<file path="src/logic/scrst_regs.vh">
// Register map, field positions and timing constants for the sensor control block
`ifndef SCRST_REGS_VH
`define SCRST_REGS_VH
`define SCRST_ADDR_CTRL1     8'h15
`define SCRST_BIT_RESET      7
`define SCRST_BIT_AXIS_HI    6
`define SCRST_BIT_AXIS_LO    5
`define SCRST_BIT_DIR        4
`define SCRST_BIT_WIRE3      3
`define SCRST_BIT_FSR_HI     2
`define SCRST_BIT_FSR_LO     1
`define SCRST_BIT_ACTIVE     0
`define SCRST_AXIS_OFF       2'h0
`define SCRST_AXIS_X         2'h1
`define SCRST_AXIS_Z         2'h2
`define SCRST_CTRL1_RESET    8'h00
`define SCRST_CLK_HZ         10000000
`define SCRST_DELAY_MIN_US   300
`define SCRST_DELAY_MAX_US   500
`define SCRST_DELAY_US       400
`define SCRST_PULSE_CYCLES   4
`endif

</file>
<file path="src/logic/scrst_delay.v">
// Countdown timer that launches the deferred soft reset sequence
`timescale 1ns/10ps
module scrst_delay #(
  parameter WIDTH = 16
) (
  input  wire             i_clk,
  input  wire             i_srst,
  input  wire             i_start,
  input  wire [WIDTH-1:0] i_count,
  output reg              o_busy,
  output reg              o_done
);
  reg [WIDTH-1:0] remain;

  always @(posedge i_clk) begin
    if (i_srst) begin
      remain <= {WIDTH{1'b0}};
      o_busy <= 1'b0;
      o_done <= 1'b0;
    end else begin
      o_done <= 1'b0;
      if (i_start && !o_busy) begin
        remain <= i_count;
        o_busy <= 1'b1;
      end else if (o_busy) begin
        if (remain == {{(WIDTH-1){1'b0}}, 1'b1}) begin
          o_busy <= 1'b0;
          o_done <= 1'b1;
        end
        remain <= remain - {{(WIDTH-1){1'b0}}, 1'b1};
      end
    end
  end
endmodule

</file>
<file path="src/logic/scrst_ctrl.v">
// Sensor control register one: soft reset, self-test, SPI wire mode, range and active bits
`timescale 1ns/10ps
`include "scrst_regs.vh"
module scrst_ctrl #(
  parameter CLK_HZ     = `SCRST_CLK_HZ,
  parameter DELAY_US   = `SCRST_DELAY_US,
  parameter CNT_WIDTH  = 16,
  parameter PULSE_CYC  = `SCRST_PULSE_CYCLES
) (
  input  wire       i_clk,
  input  wire       i_srst,
  input  wire       i_wr_en,
  input  wire       i_rd_en,
  input  wire [7:0] i_addr,
  input  wire [7:0] i_wr_data,
  input  wire       i_txn_end,
  input  wire       i_host_interface_choice_pin,
  input  wire       i_lines_tied,
  input  wire       i_hibernate_exit,
  input  wire       i_irq_pin_polarity,
  input  wire       i_irq_pin_drive_type,
  input  wire       i_boot_pulse_disable,
  output reg  [7:0] o_rd_data,
  output reg        o_soft_reset,
  output reg        o_bus_reset,
  output reg        o_reset_pending,
  output reg        o_selftest_on,
  output reg        o_selftest_x,
  output reg        o_selftest_z,
  output reg        o_selftest_direction,
  output reg        o_three_wire,
  output reg        o_data_out_oe_allow,
  output reg  [1:0] o_fsr,
  output reg        o_active,
  output reg        o_keep_irq_pin_polarity,
  output reg        o_keep_irq_pin_drive_type,
  output reg        o_keep_boot_pulse_disable
);
  // DELAY_US rounds up to whole cycles; the chosen midpoint sits well inside the window
  localparam [31:0]          DELAY_CALC = (DELAY_US * (CLK_HZ / 1000) + 999) / 1000;
  localparam [31:0]          PULSE_CALC = PULSE_CYC;
  localparam [CNT_WIDTH-1:0] DELAY_CYC  = DELAY_CALC[CNT_WIDTH-1:0];
  localparam [7:0]           PULSE_W    = PULSE_CALC[7:0];

  // Interface select and tied-line sense come from pins
  reg       sel_meta;
  reg       sel_sync;
  reg       tie_meta;
  reg       tie_sync;
  reg       txn_meta;
  reg       txn_sync;
  reg       hib_meta;
  reg       hib_sync;
  reg       hib_prev;

  reg [1:0] selftest_axis_choice;
  reg       selftest_direction;
  reg       wire_bit;
  reg [1:0] fsr;
  reg       active;

  reg       armed;
  reg       bus_open;
  reg       timer_start;
  reg [7:0] pulse_cnt;

  wire      hit;
  wire      rst_wr;
  wire      timer_busy;
  wire      timer_done;
  wire      int_reset;
  wire      spi_sel;
  wire      next_three_wire;

  assign hit    = (i_addr == `SCRST_ADDR_CTRL1);
  assign rst_wr = i_wr_en && hit && i_wr_data[`SCRST_BIT_RESET];
  assign int_reset = (pulse_cnt != 8'h00);
  assign spi_sel = sel_sync;
  assign next_three_wire = spi_sel && (wire_bit || tie_sync);

  always @(posedge i_clk) begin
    if (i_srst) begin
      sel_meta <= 1'b0;
      sel_sync <= 1'b0;
      tie_meta <= 1'b0;
      tie_sync <= 1'b0;
      txn_meta <= 1'b1;
      txn_sync <= 1'b1;
      hib_meta <= 1'b0;
      hib_sync <= 1'b0;
      hib_prev <= 1'b0;
    end else begin
      sel_meta <= i_host_interface_choice_pin;
      sel_sync <= sel_meta;
      tie_meta <= i_lines_tied;
      tie_sync <= tie_meta;
      txn_meta <= i_txn_end;
      txn_sync <= txn_meta;
      hib_meta <= i_hibernate_exit;
      hib_sync <= hib_meta;
      hib_prev <= hib_sync;
    end
  end

  // Write to a mode field is ignored while a soft reset is armed or its pulse is running
  always @(posedge i_clk) begin
    if (i_srst || int_reset) begin
      selftest_axis_choice <= `SCRST_AXIS_OFF;
      selftest_direction   <= 1'b0;
      wire_bit             <= 1'b0;
      fsr                  <= 2'h0;
      active               <= 1'b0;
    end else begin
      if (i_wr_en && hit && !armed) begin
        selftest_axis_choice <= i_wr_data[`SCRST_BIT_AXIS_HI:`SCRST_BIT_AXIS_LO];
        selftest_direction   <= i_wr_data[`SCRST_BIT_DIR];
        wire_bit             <= i_wr_data[`SCRST_BIT_WIRE3];
        fsr                  <= i_wr_data[`SCRST_BIT_FSR_HI:`SCRST_BIT_FSR_LO];
        active               <= i_wr_data[`SCRST_BIT_ACTIVE];
      end
      if (hib_sync && !hib_prev) begin
        wire_bit <= 1'b0;
      end
    end
  end

  // Arm on the write, hold until the transaction closes, then time the delay
  always @(posedge i_clk) begin
    if (i_srst || int_reset) begin
      armed       <= 1'b0;
      bus_open    <= 1'b0;
      timer_start <= 1'b0;
    end else begin
      timer_start <= 1'b0;
      if (rst_wr) begin
        armed <= 1'b1;
      end
      // Synced end flag lags the write, so only a close seen after arming counts
      if (armed && !txn_sync) begin
        bus_open <= 1'b1;
      end
      if (armed && bus_open && txn_sync && !timer_busy && !timer_start) begin
        timer_start <= 1'b1;
        bus_open    <= 1'b0;
      end
    end
  end

  scrst_delay #(
    .WIDTH (CNT_WIDTH)
  ) u_delay (
    .i_clk   (i_clk),
    .i_srst  (i_srst || int_reset),
    .i_start (timer_start),
    .i_count (DELAY_CYC),
    .o_busy  (timer_busy),
    .o_done  (timer_done)
  );

  always @(posedge i_clk) begin
    if (i_srst) begin
      pulse_cnt <= 8'h00;
    end else if (timer_done) begin
      pulse_cnt <= PULSE_W;
    end else if (int_reset) begin
      pulse_cnt <= pulse_cnt - 8'h01;
    end
  end

  always @(posedge i_clk) begin
    if (i_srst) begin
      o_rd_data                 <= 8'h00;
      o_soft_reset              <= 1'b0;
      o_bus_reset               <= 1'b0;
      o_reset_pending           <= 1'b0;
      o_selftest_on             <= 1'b0;
      o_selftest_x              <= 1'b0;
      o_selftest_z              <= 1'b0;
      o_selftest_direction      <= 1'b0;
      o_three_wire              <= 1'b0;
      o_data_out_oe_allow       <= 1'b1;
      o_fsr                     <= 2'h0;
      o_active                  <= 1'b0;
      o_keep_irq_pin_polarity   <= 1'b0;
      o_keep_irq_pin_drive_type <= 1'b0;
      o_keep_boot_pulse_disable <= 1'b0;
    end else begin
      o_soft_reset    <= int_reset;
      o_bus_reset     <= int_reset;
      o_reset_pending <= armed;
      if (i_rd_en && hit) begin
        o_rd_data <= {1'b0, selftest_axis_choice, selftest_direction,
                      wire_bit, fsr, active};
      end else begin
        o_rd_data <= 8'h00;
      end
      o_selftest_on        <= (selftest_axis_choice != `SCRST_AXIS_OFF);
      o_selftest_x         <= (selftest_axis_choice == `SCRST_AXIS_X);
      o_selftest_z         <= (selftest_axis_choice == `SCRST_AXIS_Z);
      o_selftest_direction <= selftest_direction;
      o_three_wire         <= next_three_wire;
      o_data_out_oe_allow  <= !next_three_wire;
      o_fsr                <= fsr;
      o_active             <= active;
      // Retained straps are only latched outside the soft reset pulse
      if (!int_reset) begin
        o_keep_irq_pin_polarity   <= i_irq_pin_polarity;
        o_keep_irq_pin_drive_type <= i_irq_pin_drive_type;
        o_keep_boot_pulse_disable <= i_boot_pulse_disable;
      end
    end
  end
endmodule

</file>
<file path="config.mk">
export PLATFORM = sky130hd
export DESIGN_NAME = scrst_ctrl
export DESIGN_NICKNAME = d
export VERILOG_FILES = /design/src/logic/scrst_delay.v /design/src/logic/scrst_ctrl.v
export VERILOG_INCLUDE_DIRS = /design/src /design/src/logic
export SDC_FILE = /design/constraint.sdc
export NUM_CORES = 1
export LEC_CHECK = 0
export BUFFER_PORTS_ARGS = -buffer_cell sky130_fd_sc_hd__buf_2
export CAP_MARGIN = 20
export CELL_PAD_IN_SITES_DETAIL_PLACEMENT = 1
export CELL_PAD_IN_SITES_GLOBAL_PLACEMENT = 2
export CORE_ASPECT_RATIO = 1.4
export CORE_MARGIN = 8
export CORE_UTILIZATION = 36
export CTS_CLUSTER_DIAMETER = 30
export DETAILED_ROUTE_END_ITERATION = 10
export PLACE_DENSITY_LB_ADDON = 0.25
export SYNTH_ARGS = -nofsm -noshare
export SYNTH_HDL_FRONTEND = slang
export SYNTH_SLANG_ARGS = --single-unit
</file>
<file path="constraint.sdc">
create_clock -name i_clk -period 3 [get_ports i_clk]
set_input_delay 0.75 -clock i_clk [delete_from_list [all_inputs] [get_ports i_clk]]
set_output_delay 0.75 -clock i_clk [all_outputs]
set_load 0.01 [all_outputs]
</file>
======== Yosys cells after proc, flatten, opt, wreduce, memory -nomap -nowiden ========
Cells that the tools add are included.
storage, ports and cells
  register bits after elaboration ......... 67
  bits of input ports ..................... 27
  output and inout bits ................... 23
  word-level logic and storage cells ...... 85
cells by class
  add/sub/neg operators ................... 2
  equality and inequality tests ........... 4
  muxes and demuxes ....................... 9
  bitwise gates (word level) .............. 2
  reduce and logical (&&, ||, !) cells .... 30
operator list
  cell                                                                  number
  12-bit two-way mux                                                    2
  16-bit by 1-bit == test with 1-bit output, second input constant      1
  16-bit by 1-bit subtractor with 16-bit output, second input constant  1
  1-bit logical AND                                                     12
  2-bit OR reduction                                                    5
  8-bit by 5-bit == test with 1-bit output, second input constant       1
  8-bit nonzero test                                                    1
  8-bit by 1-bit subtractor with 8-bit output, second input constant    1
  1-bit logical NOT                                                     6
  3-bit two-way mux                                                     2
  2-bit nonzero test                                                    3
  1-bit two-way mux                                                     5
  3-bit OR reduction                                                    1
  2-bit by 1-bit == test with 1-bit output, second input constant       1
  2-bit == test, second input constant                                  1
  1-bit logical OR                                                      2
  1-bit NOT                                                             2

======== Depth between registers and ports, before layout ========
  depth after elaboration ................. 5
  gate-level depth with buffers ........... 8
  gate-level depth less buffers ........... 6

======== Cells and area by module ========
From an unflattened synthesis, not the netlist that was laid out.
second synthesis, totals
  cell total of the unflattened synthesis .. 293
  area total of the unflattened synthesis .. 2736.4 µm²
by module, submodules not included
  module       instances  cells an instance  area an instance (µm²)  sequential area each (µm²)
  scrst_ctrl   1          173                1737.9                  960.9
  scrst_delay  1          120                998.5                   360.3

======== Worst setup path after synthesis ========
Ideal clock, no wire load.
  kind .................................... reg-to-reg
  start point ............................. reg pulse_cnt[3]
  end point ............................... reg u_delay.remain[1]
  setup time .............................. 0.079 ns
  arrival ................................. 1.974 ns
  data required time ...................... 2.921 ns
  setup slack ............................. 0.946 ns
  stages on the path, launching flop included .. 7
  path buffers ............................ 2
  clock period less this slack ............ 2.054 ns
  cells stage by stage .................... dfxtp_1 or4_4 or4_4 buf_6 or2_1 buf_6 a211oi_2
on the way
  longest elaborated chain between the ends .. 3
ends and longest elaborated chain
  item                          line              RTL
  from (decl)                   scrst_ctrl.v:65   reg [7:0] pulse_cnt;
  from (signal assigned)        scrst_ctrl.v:166  pulse_cnt <= pulse_cnt - 8'h01;
  8-bit nonzero test            scrst_ctrl.v:77   assign int_reset = (pulse_cnt != 8'h00);
  1-bit logical OR              scrst_ctrl.v:153  .i_srst (i_srst || int_reset),
  2-bit OR reduction (no line)  --
  to (signal assigned)          scrst_delay.v:17  remain <= {WIDTH{1'b0}};
  to (signal assigned)          scrst_delay.v:23  remain <= i_count;
  to (signal assigned)          scrst_delay.v:30  remain <= remain - {{(WIDTH-1){1'b0}}, 1'b1};
  to (decl)                     scrst_delay.v:13  reg [WIDTH-1:0] remain;
No other way between the ends.
A chain may end at the register's enable or synchronous reset.

======== Worst setup path after layout ========
Ends and elaborated chain as after synthesis.

==> flow_metrics.env <==
export IMPL_final_cells=377
export IMPL_max_stage_delay_ns=0.64
export IMPL_io_buffers=48
export IMPL_fin_skew_ns=0.00869
export IMPL_antenna_found_initial=0
export IMPL_track_usage_pct=12.3
export IMPL_clk_pin_slew_ns=0.08
export IMPL_grt_pass1_wl_mm=9.43
export IMPL_ctsHoldBuffers=0
export IMPL_crit_chain="or4_4 -> or4_4 -> or2_1 -> a211oi_2"
export IMPL_async_reset_ff_share_pct=0
export IMPL_ir_drop_uv=314
export IMPL_first_global_vias=2043
export IMPL_post_route_period_util_pct=74.9
export IMPL_first_pass_iters=4
export IMPL_synth_cells=245
export IMPL_vias=1835
export IMPL_cts_resized=0
export IMPL_postLayoutCellArea_sq_mm=0.00295
export IMPL_worst_ep_arrival_time_ns=2.50
export IMPL_synthFlopType="dfxtp_1"
export IMPL_die_height_microns=113
export IMPL_grt_max_degree=26
export IMPL_die_w_microns=85.6
export IMPL_hold_viol=0
export IMPL_cp_top_family="simple AND/OR/NAND/NOR gates"
export IMPL_rsz0062_at_grt="false"
export IMPL_wire_per_inst_microns=14.5
export IMPL_cpMaxStageDelayCell="or4_4"
export IMPL_switching_share_pct=28.4
export IMPL_min_period_ns=2.25
export IMPL_syn_nets=276
export IMPL_max_slew_worst_pin_slew_ns=0.626
export IMPL_syn_to_final_growth_pct=20.8
export IMPL_post_route_util_pct=44.9
export IMPL_drtIter0Drc=39
export IMPL_cts_htree_levels=3
export IMPL_slew_headroom_pct=57.7
export IMPL_dpl_hpwl_mm=4.06
export IMPL_netSwitchingPower_uw=600
export IMPL_finalPower_mw=2.12
export IMPL_synthDistinctLibCells=42
export IMPL_io_pins=50
export IMPL_grt_overflow_total=0
export IMPL_wl_mm=5.46
export IMPL_hold_ws_ns=0.419
export IMPL_avgSynthCellArea_sq_um=9.97
export IMPL_cts_sinks=66
export IMPL_cts_tree="built"
export IMPL_timing_fmax_mhz=445
export IMPL_ys_top_cells_by_area="dfxtp_1 54%, nor2_1 6.1%, mux2i_1 4.1%"
export IMPL_viasPerCell=4.87
export IMPL_hp_class="reg -> reg"
export IMPL_cp_max_fo=19
export IMPL_cts_buffers=9
export IMPL_final_setup_tns_ns=0
export IMPL_clk_latency_ns=0.34
export IMPL_combPwrFrac_pct=17.0
export IMPL_syn_area_sq_mm=0.00244
export IMPL_start_util_pct=37.2
export IMPL_final_setup_viol_count=0
export IMPL_intPower_mw=1.52
export IMPL_cp_start_kind="register"
export IMPL_dieArea_sq_mm=0.00972
export IMPL_synth_area_leader_cell="dfxtp_1"
export IMPL_critPathCaptureType="register"
export IMPL_fp_coreArea_sq_mm=0.00657
export IMPL_ant_nets=0
export IMPL_final_layout_size_suffix_gt1_share_pct=24.8
export IMPL_yosys_warnings=0
export IMPL_yosys_register_bits=66
export IMPL_gp_congestion=0.728
export IMPL_placed_area_sq_mm=0.00274
export IMPL_cap_violations=0
export IMPL_p_leak_nw=1.26
export IMPL_layout_setup_ws_ns=0.753
export IMPL_cts_setup_buffers=0
export IMPL_clk_path_buf_depth=2
export IMPL_slew_viol_final=0
export IMPL_status="completed"
export IMPL_synth_edff_count=0
export IMPL_p_seq_share_pct=46.6
export IMPL_std_cell_rows=35
export IMPL_dp_worst_setup_slack_ns=0.662
export IMPL_cts_root_buf="clkbuf_8"
export IMPL_crit_required_ns=3.26
export IMPL_p_clk_share_pct=36.4
export IMPL_post_place_cells=360
export IMPL_critPathBufInv=0
export IMPL_crit_type="reg -> reg"
export IMPL_drc=0
export IMPL_ys_seq_area_share_pct=54.1
export IMPL_cpMostUsedCell="or4_4"
export IMPL_final_nets=328
export IMPL_synth_top_area_share_pct=54.1
export IMPL_power_density_mw_per_mm2=717
==> final timing paths <==
kind	to	slack [ns]	cells past startpoint	start
max	u_delay.remain[1]	0.75	4	pulse_cnt[3]
min reg2reg	txn_sync	0.42	1	txn_meta
min	txn_sync	0.42	1	txn_meta
max reg2reg	u_delay.remain[1]	0.75	4	pulse_cnt[3]
==> cell usage in the layout (no fill, tap or decap), types with 2 or more instances in the layout <==
cell,instances
clkbuf_8,10
inv_1,8
nand3b_1,2
nor3_1,9
nor4b_1,2
or4_4,2
a211oi_1,4
nor2_1,40
xnor2_1,6
ha_1,4
nand3_1,2
buf_2,48
mux2_2,2
or2_2,2
a21oi_1,7
or3_1,3
nor2b_1,15
a311oi_1,2
and2_1,9
dfxtp_1,66
buf_4,3
nand4_1,2
nor3b_1,3
or4_1,2
nor4_1,3
nand2b_1,2
o31ai_1,2
xor2_1,5
clkinv_4,2
inv_6,2
nor4bb_1,2
nand4b_1,2
mux2i_1,10
nand2_1,7
==> registers in the layout, indices dropped and copies added, names as in the netlist, 2 cells and up <==
name,flops
o_fsr,2
pulse_cnt,8
u_delay.remain,16
o_rd_data,7
selftest_axis_choice,2
fsr,2
==> layout make-up <==
| cell class | count | area [sq um] |
|---|---|---|
| timing repair buffer | 51 | 263 |
| tap | 74 | 92.6 |
| antenna | 1 | 2.50 |
| clock buffer | 10 | 138 |
| fill | 773 | 3620 |
| sequential | 66 | 1320 |
| clock inverter | 6 | 72.6 |
| inverter | 8 | 30.0 |
| multi-input combinational | 161 | 1030 |
==> routing by layer <==
| metal | GRT usage (%) | vias up | wire length (microns) |
|---|---|---|---|
| met5 | 0 | - | 0 |
| met2 | 20.4 | 40 | 2610 |
| met3 | 5.04 | 10 | 424 |
| met4 | 7.75 | 0 | 125 |
| li1 | - | 932 | - |
| met1 | 12.6 | 853 | 2300 |
==> cells by family after synthesis <==
family	count (synthesis)	synth area share [%]
other cells	1	0.153
compound gates	21	6.04
simple gates	112	25.0
mux	12	5.02
flops	66	54.1
xor+xnor	11	3.94
buf+inv	18	3.69
fa+ha+maj	4	2.05
==> Yosys cell counts (all sizes together) (3+ instances only) <==
master   n
a211oi   5
a21oi    7
and2     9
buf      4
clkbuf   6
dfxtp   66
ha       4
inv      8
mux2i   10
nand2    7
nor2    40
nor2b   15
nor3     9
nor3b    3
nor4     3
or2      3
or3      3
or4      4
xnor2    6
xor2     5
==> worst reg2reg max path, cell delays in order, from the launching register on <==
cell	delay [ns]
dfxtp_1	0.33
or4_4	0.55
or4_4	0.64
or2_1	0.41
a211oi_2	0.24
==> power groups by stage <==
stage               combinational [mW]  sequential (mW)  clock (mW)
finish                           0.359            0.986       0.771
global route                     0.414            0.998       0.832
CTS                              0.369            0.989       0.794
detailed placement               0.368             1.01           0
global placement                 0.360             1.00           0
floorplan                        0.288             1.01           0
No activity file was read; power rests on OpenSTA's default activity.
